`src/rtl/mas_params.svh`:
```
// Purpose: constants of the mutual authentication and session key block
// Assumes: 250 MHz system clock, one domain
// Notes:   widths are fixed; widths of literals match the signals they meet
`ifndef MAS_PARAMS_SVH
`define MAS_PARAMS_SVH

// ====================================================================
// sizes
`define MAS_BLK_W        128
`define MAS_RSP_W        256
`define MAS_HALF_W       64
`define MAS_FAIL_W       3

// ====================================================================
// values
`define MAS_CBC_IV       128'h0
`define MAS_NONCE_CLEAR  128'h0
`define MAS_RSP_CLEAR    256'h0
`define MAS_FAIL_LIMIT   3'h5
`define MAS_FAIL_ZERO    3'h0
`define MAS_FAIL_ONE     3'h1
`define MAS_FAIL_MAX     3'h7
`define MAS_LFSR_SEED    128'h0123456789ABCDEF0F1E2D3C4B5A6978

// ====================================================================
// generator feedback taps, x^128 + x^126 + x^101 + x^99 + 1
`define MAS_TAP_A        127
`define MAS_TAP_B        125
`define MAS_TAP_C        100
`define MAS_TAP_D        98

`endif

```
`src/rtl/mas_pkg.sv`:
```
// Purpose: types of the mutual authentication and session key block
// Assumes: included constants from mas_params.svh
// Notes:   state codes are one-hot
package mas_pkg;

	// ====================================================================
	// exchange sequencer states
	typedef enum logic [5:0] {
		S_IDLE     = 6'h01,
		S_ENC_A    = 6'h02,
		S_WAIT_RSP = 6'h04,
		S_DEC0     = 6'h08,
		S_DEC1     = 6'h10,
		S_ENC_B    = 6'h20
	} mas_state_e;

	typedef logic [127:0] mas_blk_t;

endpackage

```
`src/rtl/mas_nonce_gen.sv`:
```
// Purpose: free-running 128-bit nonce source
// Assumes: entropy_in is a noisy bit from outside, synchronous to clk
// Notes:   without real entropy the sequence is predictable; feed entropy_in
`include "mas_params.svh"

module mas_nonce_gen import mas_pkg::*; (
	input  wire logic     clk,
	input  wire logic     reset_n,
	input  wire logic     entropy_in,
	output mas_blk_t      nonce
);

	// ====================================================================
	// shift register
	mas_blk_t lfsr_ff;
	wire      feedback;

	assign feedback = lfsr_ff[`MAS_TAP_A] ^ lfsr_ff[`MAS_TAP_B] ^ lfsr_ff[`MAS_TAP_C]
	                  ^ lfsr_ff[`MAS_TAP_D] ^ entropy_in;

	always_ff @(posedge clk or negedge reset_n) begin
		if (!reset_n) begin
			lfsr_ff <= `MAS_LFSR_SEED;
		end else begin
			lfsr_ff <= {lfsr_ff[126:0], feedback};
		end
	end

	assign nonce = lfsr_ff;

endmodule

```
`src/rtl/mas_auth_core.sv`:
```
// Purpose: reader end of the challenge-response exchange and session key forming
// Assumes: an outside block cipher engine runs single 128-bit blocks on request
// Notes:   cbc chaining and the zero initial vector are applied here around the engine
`include "mas_params.svh"

module mas_auth_core import mas_pkg::*; (
	input  wire logic     clk,
	input  wire logic     reset_n,
	input  wire logic     entropy_in,
	input  mas_blk_t      root_key,
	input  wire logic     auth_req,
	input  wire logic     rsp_valid,
	input  wire logic [255:0] rsp_data,
	output logic          ans_valid,
	output mas_blk_t      ans_data,
	output logic          ans_final,
	output logic          req_refused,
	output logic          auth_fail,
	output logic          locked_out,
	output logic          busy,
	output mas_blk_t      session_key,
	output logic          session_valid,
	input  wire logic     secure_wr_req,
	output logic          secure_wr_ok,
	output logic          cph_start,
	output logic          cph_decrypt,
	output mas_blk_t      cph_key,
	output mas_blk_t      cph_din,
	input  wire logic     cph_done,
	input  mas_blk_t      cph_dout
);

	// ====================================================================
	// storage
	mas_state_e                 state_ff;
	mas_state_e                 nxt_state;
	logic                       launched_ff;
	mas_blk_t                   reader_nonce_ff;
	mas_blk_t                   server_nonce_ff;
	logic [255:0]               rsp_ff;
	logic [`MAS_FAIL_W-1:0]     fail_cnt_ff;
	mas_blk_t                   session_key_ff;
	logic                       session_valid_ff;
	mas_blk_t                   ans_data_ff;
	logic                       ans_valid_ff;
	logic                       ans_final_ff;
	logic                       auth_fail_ff;
	logic                       req_refused_ff;
	mas_blk_t                   fresh_nonce;

	mas_nonce_gen u_nonce (
		.clk        (clk),
		.reset_n    (reset_n),
		.entropy_in (entropy_in),
		.nonce      (fresh_nonce)
	);

	// ====================================================================
	// decode
	wire st_idle  = (state_ff == S_IDLE);
	wire st_enc_a = (state_ff == S_ENC_A);
	wire st_wait  = (state_ff == S_WAIT_RSP);
	wire st_dec0  = (state_ff == S_DEC0);
	wire st_dec1  = (state_ff == S_DEC1);
	wire st_enc_b = (state_ff == S_ENC_B);
	wire in_cipher = st_enc_a | st_dec0 | st_dec1 | st_enc_b;
	// a done is only believed after our own start went out
	wire blk_done  = in_cipher & launched_ff & cph_done;
	wire locked    = (fail_cnt_ff > `MAS_FAIL_LIMIT);
	// requests during a cipher step are refused rather than queued
	wire start_ok  = auth_req & ~locked & (st_idle | st_wait);
	wire take_rsp  = rsp_valid & st_wait & ~start_ok;
	wire a_done    = blk_done & st_enc_a;
	wire b0_done   = blk_done & st_dec0;
	wire b1_done   = blk_done & st_dec1;
	wire fin_done  = blk_done & st_enc_b;
	// second cbc block chains on the first ciphertext block
	wire [127:0] echo_nonce = cph_dout ^ rsp_ff[255:128];
	wire echo_match = (echo_nonce == reader_nonce_ff);
	wire verify_ok  = b1_done & echo_match;
	wire verify_bad = b1_done & ~echo_match;

	// ====================================================================
	// cipher engine requests
	assign cph_start   = in_cipher & ~launched_ff;
	assign cph_decrypt = st_dec0 | st_dec1;
	assign cph_key     = root_key;
	assign cph_din     = st_enc_a ? (reader_nonce_ff ^ `MAS_CBC_IV) :
	                     st_enc_b ? (server_nonce_ff ^ `MAS_CBC_IV) :
	                     st_dec0  ? rsp_ff[255:128] :
	                                rsp_ff[127:0];

	// ====================================================================
	// sequencer
	always_comb begin
		nxt_state = state_ff;
		case (state_ff)
			S_IDLE: begin
				if (start_ok) begin
					nxt_state = S_ENC_A;
				end
			end
			S_ENC_A: begin
				if (a_done) begin
					nxt_state = S_WAIT_RSP;
				end
			end
			S_WAIT_RSP: begin
				if (start_ok) begin
					nxt_state = S_ENC_A;
				end else if (take_rsp) begin
					nxt_state = S_DEC0;
				end
			end
			S_DEC0: begin
				if (b0_done) begin
					nxt_state = S_DEC1;
				end
			end
			S_DEC1: begin
				if (verify_ok) begin
					nxt_state = S_ENC_B;
				end else if (verify_bad) begin
					nxt_state = S_IDLE;
				end
			end
			S_ENC_B: begin
				if (fin_done) begin
					nxt_state = S_IDLE;
				end
			end
			default: begin
				nxt_state = S_IDLE;
			end
		endcase
	end

	always_ff @(posedge clk or negedge reset_n) begin
		if (!reset_n) begin
			state_ff    <= S_IDLE;
			launched_ff <= 1'b0;
		end else begin
			state_ff    <= nxt_state;
			launched_ff <= in_cipher & ~blk_done;
		end
	end

	// ====================================================================
	// nonces and response
	always_ff @(posedge clk or negedge reset_n) begin
		if (!reset_n) begin
			reader_nonce_ff <= `MAS_NONCE_CLEAR;
		end else if (start_ok) begin
			reader_nonce_ff <= fresh_nonce;
		end else if (verify_bad) begin
			reader_nonce_ff <= `MAS_NONCE_CLEAR;
		end
	end

	always_ff @(posedge clk or negedge reset_n) begin
		if (!reset_n) begin
			server_nonce_ff <= `MAS_NONCE_CLEAR;
		end else if (start_ok | verify_bad) begin
			server_nonce_ff <= `MAS_NONCE_CLEAR;
		end else if (b0_done) begin
			server_nonce_ff <= cph_dout ^ `MAS_CBC_IV;
		end
	end

	always_ff @(posedge clk or negedge reset_n) begin
		if (!reset_n) begin
			rsp_ff <= `MAS_RSP_CLEAR;
		end else if (start_ok | verify_bad) begin
			rsp_ff <= `MAS_RSP_CLEAR;
		end else if (take_rsp) begin
			rsp_ff <= rsp_data;
		end
	end

	// ====================================================================
	// failure count and lockout, only reset_n lifts the lockout
	always_ff @(posedge clk or negedge reset_n) begin
		if (!reset_n) begin
			fail_cnt_ff <= `MAS_FAIL_ZERO;
		end else if (fin_done) begin
			fail_cnt_ff <= `MAS_FAIL_ZERO;
		end else if (verify_bad && fail_cnt_ff != `MAS_FAIL_MAX) begin
			fail_cnt_ff <= fail_cnt_ff + `MAS_FAIL_ONE;
		end
	end

	// ====================================================================
	// session key and answers
	always_ff @(posedge clk or negedge reset_n) begin
		if (!reset_n) begin
			session_key_ff   <= `MAS_NONCE_CLEAR;
			session_valid_ff <= 1'b0;
		end else if (start_ok) begin
			session_key_ff   <= `MAS_NONCE_CLEAR;
			session_valid_ff <= 1'b0;
		end else if (fin_done) begin
			session_key_ff   <= {server_nonce_ff[127:64], reader_nonce_ff[127:64]};
			session_valid_ff <= 1'b1;
		end
	end

	always_ff @(posedge clk or negedge reset_n) begin
		if (!reset_n) begin
			ans_data_ff <= `MAS_NONCE_CLEAR;
		end else if (a_done | fin_done) begin
			ans_data_ff <= cph_dout;
		end
	end

	always_ff @(posedge clk or negedge reset_n) begin
		if (!reset_n) begin
			ans_valid_ff   <= 1'b0;
			ans_final_ff   <= 1'b0;
			auth_fail_ff   <= 1'b0;
			req_refused_ff <= 1'b0;
		end else begin
			ans_valid_ff   <= a_done | fin_done;
			ans_final_ff   <= fin_done;
			auth_fail_ff   <= verify_bad;
			req_refused_ff <= auth_req & ~start_ok;
		end
	end

	// ====================================================================
	// outputs
	assign ans_valid     = ans_valid_ff;
	assign ans_data      = ans_data_ff;
	assign ans_final     = ans_final_ff;
	assign auth_fail     = auth_fail_ff;
	assign req_refused   = req_refused_ff;
	assign locked_out    = locked;
	assign busy          = ~st_idle;
	assign session_key   = session_key_ff;
	assign session_valid = session_valid_ff;
	assign secure_wr_ok  = secure_wr_req & session_valid_ff;

endmodule

```
`config.mk`:
```
export PLATFORM = sky130hd
export DESIGN_NAME = mas_auth_core
export DESIGN_NICKNAME = d
export VERILOG_FILES = /design/src/rtl/mas_pkg.sv /design/src/rtl/mas_nonce_gen.sv /design/src/rtl/mas_auth_core.sv
export VERILOG_INCLUDE_DIRS = /design/src /design/src/rtl
export SDC_FILE = /design/constraint.sdc
export NUM_CORES = 2
export LEC_CHECK = 0
export BUFFER_PORTS_ARGS = -buffer_cell sky130_fd_sc_hd__buf_4
export CAP_MARGIN = 0
export CORE_AREA = 4 4 399 401
export DETAILED_ROUTE_END_ITERATION = 10
export DIE_AREA = 0 0 403 405
export HOLD_SLACK_MARGIN = 0.15
export PLACE_DENSITY = 0.55
export SYNTH_ARGS = -nofsm -noshare
export SYNTH_HDL_FRONTEND = slang
export SYNTH_HIERARCHICAL = 1
export SYNTH_SLANG_ARGS = --single-unit
```
`constraint.sdc`:
```
create_clock -name clk -period 2.92 [get_ports clk]
set_clock_uncertainty 0.05 [all_clocks]
set_input_delay 0.584 -clock clk [delete_from_list [all_inputs] [get_ports clk]]
set_output_delay 0.584 -clock clk [all_outputs]
set_load 0.01 [all_outputs]
```
# Word-level counts from Yosys, hierarchy flattened
# Cells that the tools add are included.
[totals]
register_bits = 911
input_bits = 519
out_inout_bits = 522
elab_cells = 95
[op_classes]
add_sub_neg = 1
n_lt_le_gt_ge = 1
n_eq_ne = 14
n_mux = 24
bitwise = 34
reduce_logical = 7
[op_table]
columns = ["operator", "n"]
rows = [
  ["$mux W128", 9],
  ["$mux W256", 2],
  ["$eq A128 B128 Y1", 1],
  ["$xor A128 B128 Y128", 1],
  ["$mux W6", 8],
  ["$pmux W6 S6", 1],
  ["$and A1 B1 Y1", 16],
  ["$reduce_bool A2 Y1", 5],
  ["$ne A2 B1 Y1 const B", 4],
  ["$or A1 B1 Y1", 7],
  ["$eq A6 B1 Y1 const B", 1],
  ["$eq A6 B2 Y1 const B", 1],
  ["$eq A6 B3 Y1 const B", 1],
  ["$eq A6 B4 Y1 const B", 1],
  ["$eq A6 B5 Y1 const B", 1],
  ["$eq A6 B6 Y1 const B", 1],
  ["$mux W3", 2],
  ["$ne A3 B1 Y1 const B", 2],
  ["$not A1 Y1", 6],
  ["$reduce_and A6 Y1", 1],
  ["$xor A1 B1 Y1", 4],
  ["$add A3 B1 Y3 const B", 1],
  ["$gt A3 B3 Y1 const B", 1],
  ["$ne A3 B3 Y1 const B", 1],
  ["2 further kinds", 3],
]

# Logic depth before layout (Yosys ltp)
[depth]
ltp_word = 11
depth_mapped = 10
ltp_nobuf = 6

# Cells and area by module
# Netlist, hierarchy kept.
[modules_own_cells]
columns = ["module", "n_inst", "cells_each", "area_per_inst_um2", "seq_area_each_um2"]
rows = [
  ["mas_auth_core", 1, 3487, 41228.3, 19595.0],
  ["mas_nonce_gen", 1, 131, 3323.2, 3283.1],
]

# Worst setup path after synthesis
# Ideal clock, no wire load.
[synth_path]
path_kind = "register -> output"
start = "reg state_ff[0]"
end = "out cph_din[118]"
arrival_ns = 2.052
required_ns = 2.286
path_slack_ns = 0.234
path_stages_with_launch = 11
path_buffers = 4
path_cell_list = "dfstp_2 -> clkbuf_1 -> nor4_2 -> nand3b_1 -> clkbuf_1 -> buf_2 -> buf_2 -> mux2i_1 -> nand2_1 -> o21ai_0 -> o21ai_0"
[synth_between]
elab_chain_cells = 4
[synth_rtl]
columns = ["item", "line", "text"]
rows = [
  ["start: declaration", "mas_auth_core.sv:35", "mas_state_e state_ff;"],
  ["start signal: assignment", "mas_auth_core.sv:143", "state_ff <= nxt_state;"],
  ["$eq A6 B4 Y1", "mas_auth_core.sv:63", "wire st_dec0 = (state_ff == S_DEC0);"],
  ["$mux W128", "mas_auth_core.sv:90", "st_dec0 ? rsp_ff[255:128] :"],
  ["$mux W128", "mas_auth_core.sv:89", "st_enc_b ? (server_nonce_ff ^ `MAS_CBC_IV) :"],
  ["$mux W128 *", "mas_auth_core.sv:88", "assign cph_din = st_enc_a ? (reader_nonce_ff ^ `MAS_CBC_IV) :"],
  ["end: declaration", "mas_auth_core.sv:28", "output mas_blk_t cph_din,"],
]
# Mark *: on every way between the ends. The rest lies on a longest branch, timed or not.

# Worst setup path after layout
[layout_path]
start = "reg state_ff[5]"
end = "out cph_din[16]"
# The elaborated chain is that of the path after synthesis.

==> impl_metrics.json <==
{
  "stdcell_count": 7041,
  "synth_edf_count": 0,
  "grt_usage": 0.226,
  "synth_warnings": 6,
  "worstSetupEndpointType": "output port",
  "post_synth.cell_area_avg_um2": 12.3,
  "hold_path_class": "in2reg",
  "wl_per_cell_um": 27.7,
  "max_freq_mhz": 280,
  "antenna_found_initial": 21,
  "status": "finished, violations left",
  "cpMaxStageDelayCell": "dfrtp_1",
  "reg2reg_to": "reader_nonce_ff[56]$_DFFE_PN0P_",
  "gr-total-overflow": 0,
  "powerDensity_nw_per_um2": 588,
  "worst_slew_pin_slew_ns": 0.902,
  "final_cell_area_um2": 66500,
  "rrSetupSlack_ns": -0.42,
  "dpl.hpwl_mm": 131,
  "min_path_cells": 2,
  "dieHeight_um": 405,
  "design.core.area_um2": 156000,
  "ys_types": 49,
  "routed_wirelength_mm": 195,
  "crit_family": "buffers and inverters",
  "num_rows": 145,
  "final_max_slew_viol_count": 0,
  "clock_sinks": 911,
  "post-place-ws_ns": -1.24,
  "reg2regPathDepth": 11,
  "critPathLaunch": "state_ff[5]$_DFFE_PN0P_",
  "clkLatencyLatePin_ns": 0.75,
  "cp_slowest_stage_delay_ns": 0.42,
  "synth_simple_gate_area_frac": 0.140,
  "crit_required_ns": 2.29,
  "drt_first_iter_violations": 2298,
  "path_cells": "nor4_4 > nand3b_1 > buf_12 > buf_12 > buf_16 > buf_12 > mux2i_1 > nand2_1 > o21ai_1 > o21ai_2 > buf_4",
  "hold_viol_final": 0,
  "clk_pin_slew_ns": 0.07,
  "slew_headroom": 0.398,
  "die_area_um2": 163000,
  "place_area_um2": 53700,
  "cts_buffer_depth": 3,
  "first_global_vias": 36000,
  "p_leak_nw": 34.1,
  "cts_buffers": 107,
  "postRouteAntennaNets": 0,
  "path_buf_inv": 5,
  "min_period_ns": 3.57,
  "violations": "setup timing",
  "grt_max_degree": 108,
  "vias": 34900,
  "synth_seq_cells": 911,
  "holdPathEnd": "req_refused$_DFF_PN0_",
  "finalWorstSetupSlack_ns": -0.654,
  "multi_input_area_um2": 21600,
  "holdWs_ns": 0.182,
  "crit_fanout": 6,
  "period_share": 1.22,
  "yosys-top-cells-area": "dfrtp_1, mux2i_1, nor3_2, xnor3_1, nand2_1",
  "h-tree-depth": 3,
  "yosysTopAreaCell": "dfrtp_1",
  "ir_drop_uv": 478,
  "num-fill-cells": 14500,
  "cts_root_buffer": "clkbuf_16",
  "dr.pass1.iters": 5,
  "io_pins": 1041,
  "die_w_um": 403,
  "cts_tree": "built",
  "r2r-start": "reader_nonce_ff[39]$_DFFE_PN0P_",
  "path_class": "reg2out",
  "initial_core_util": 0.286,
  "gp_congestion": 0.840,
  "synth_ff_type": "dfrtp_1",
  "synth_fa_ha_area_frac": 0.000562,
  "cp.arrival_ns": 2.94,
  "viasPerCell": 4.95,
  "seq_area_um2": 22900,
  "synth-compound-area-share": 0.0709,
  "drv_cap": 0,
  "ys_async_sr_fraction": 1.00,
  "cp_common_cell": "buf_12",
  "netlist_area_um2": 44600,
  "syn_to_final_growth_pct": 49.3,
  "min-delay-start": "auth_req",
  "netlist_instances": 3618,
  "final-setup-viol-count": 645,
  "yosysTopAreaCellShare": 0.475,
  "syn-num-nets": 4139,
  "final_nets": 5393,
  "grt_pass1_wl_mm": 269,
  "rsz0062_at_grt": "true",
  "port_buffers": 784,
  "drcViolationCount": 0,
  "fin_util": 0.427,
  "cp-start-kind": "flip-flop",
  "synth_seq_area_share": 0.514,
  "final_layout_size_suffix_gt1_frac": 0.417,
  "dp.cells": 6332,
  "synth_xor_xnor_area_share": 0.0660,
  "synth_top_family_by_area": "multiplexers",
  "synth_mux_area_frac": 0.148
}
[sequential cells by signal (all words and copies together), names as in the netlist]
| register | cells |
|---|---|
| rsp_ff | 256 |
| session_key | 128 |
| state_ff | 6 |
| fail_cnt_ff | 3 |
| ans_final | 1 |
| auth_fail | 1 |
| req_refused | 1 |
| reader_nonce_ff | 128 |
| ans_valid | 1 |
| u_nonce/nonce | 128 |
| launched_ff | 1 |
| session_valid | 1 |
| server_nonce_ff | 128 |
| ans_data | 128 |
[worst reg2reg max path, cell delays in order, from the launching register on]
cell	delay, ns
dfrtp_1	0.42
xnor3_2	0.57
nand4_1	0.38
nor4_4	0.55
and4_4	0.33
buf_6	0.11
a21oi_4	0.10
buf_12	0.17
buf_12	0.14
buf_6	0.14
buf_12	0.13
o21ai_2	0.13
[cell usage after synthesis (all sizes together), types with 2 or more instances]
library cell    n
nand2         523
nor4           11
buf           256
mux2i         515
a22o          129
nand2b          3
and3            2
inv             6
ha              2
and4            2
o21ai         389
xor2            3
mux2          128
nor2            7
nor3          385
clkbuf        160
nor3b           2
nand3b          2
nand4          33
and2            3
a21oi           2
nand3           2
dfrtp         846
dfstp          65
xnor3         129
[area by class of cell]
class                           instances  share of cell area
Sequential cell                       911               0.344
Clock buffer                          164              0.0472
Tap cell                             2058              0.0387
Timing Repair Buffer                 1560               0.237
Inverter                                6            0.000414
Multi-Input combinational cell       2286               0.324
Antenna cell                           16            0.000602
Clock inverter                         40             0.00768
[how the worst max path moves through the flow]
| stage | to | slack, ns | cells past startpoint |
|---|---|---|---|
| detailed placement | server_nonce_ff[127]$_DFFE_PN0P_ | -1.24 | 9 |
| floorplan | cph_din[118] | 0.23 | 10 |
| global route | cph_din[24] | -0.79 | 12 |
| CTS | cph_din[27] | -0.73 | 11 |
| global placement | server_nonce_ff[127]$_DFFE_PN0P_ | -1.29 | 9 |
| finish | cph_din[16] | -0.65 | 11 |
[power breakdown]
part | switching [mW] | internal, mW
clock | 5.91 | 8.01
combinational | 6.26 | 4.28
sequential | 0.845 | 13.8
total | 13.0 | 26.1
[metal layers]
layer  share of wire  GRT usage  wire [µm]  vias up
li1                -          -          -    15300
met1            0.42      0.293      81300    18000
met2            0.49      0.381      94900     1238
met3           0.059     0.0427      11500      295
met4           0.036     0.0705       7030       10
met5         0.00025          0         49        -
[metrics by stage]
| step | setup TNS (ns) | power, mW |
|---|---|---|
| floorplan | 0 | 18.4 |
| global placement | -612.34 | 23.7 |
| detailed placement | -605.16 | 23.8 |
| CTS | -278.35 | 38.7 |
| global route | -335.56 | 40.7 |
| finish | -203.86 | 39.1 |
[cell usage in the layout, fill, tap and decap left out, types with 9 or more instances in the layout]
cell and n:
buf_16 33, mux2_2 19, nand2_4 9, diode_2 16, o21ai_1 169, dfstp_2 65, clkbuf_16 119, nand4_1 33
nand2_1 508, o21ai_2 190, clkinv_2 18, clkbuf_1 32, buf_4 912, buf_8 22, clkbuf_8 25, mux2_1 109
mux2i_1 506, nor3_4 241, a22o_1 129, buf_12 149, dfrtp_1 846, xnor3_1 128, o21ai_0 25, nor3_2 143
dlygate4sd3_1 369, buf_6 63
[cells by family after synthesis]
| logic type | count (synthesis) |
|---|---|
| simple gates | 980 |
| flops | 911 |
| mux | 643 |
| compound gates | 527 |
| buf+inv | 422 |
| xor+xnor | 133 |
| fa+ha+maj | 2 |
[timing repair]
action                                  4_1_cts  5_1_grt
setup buffers                                67       65
hold endpoints to repair                    594        0
gates resized for setup                     522      661
hold buffers                                369        0
cloned                                       63       15
endpoints found under the setup margin      648      648
pin swaps                                   446      259
No activity file was read; power rests on OpenSTA's default activity.
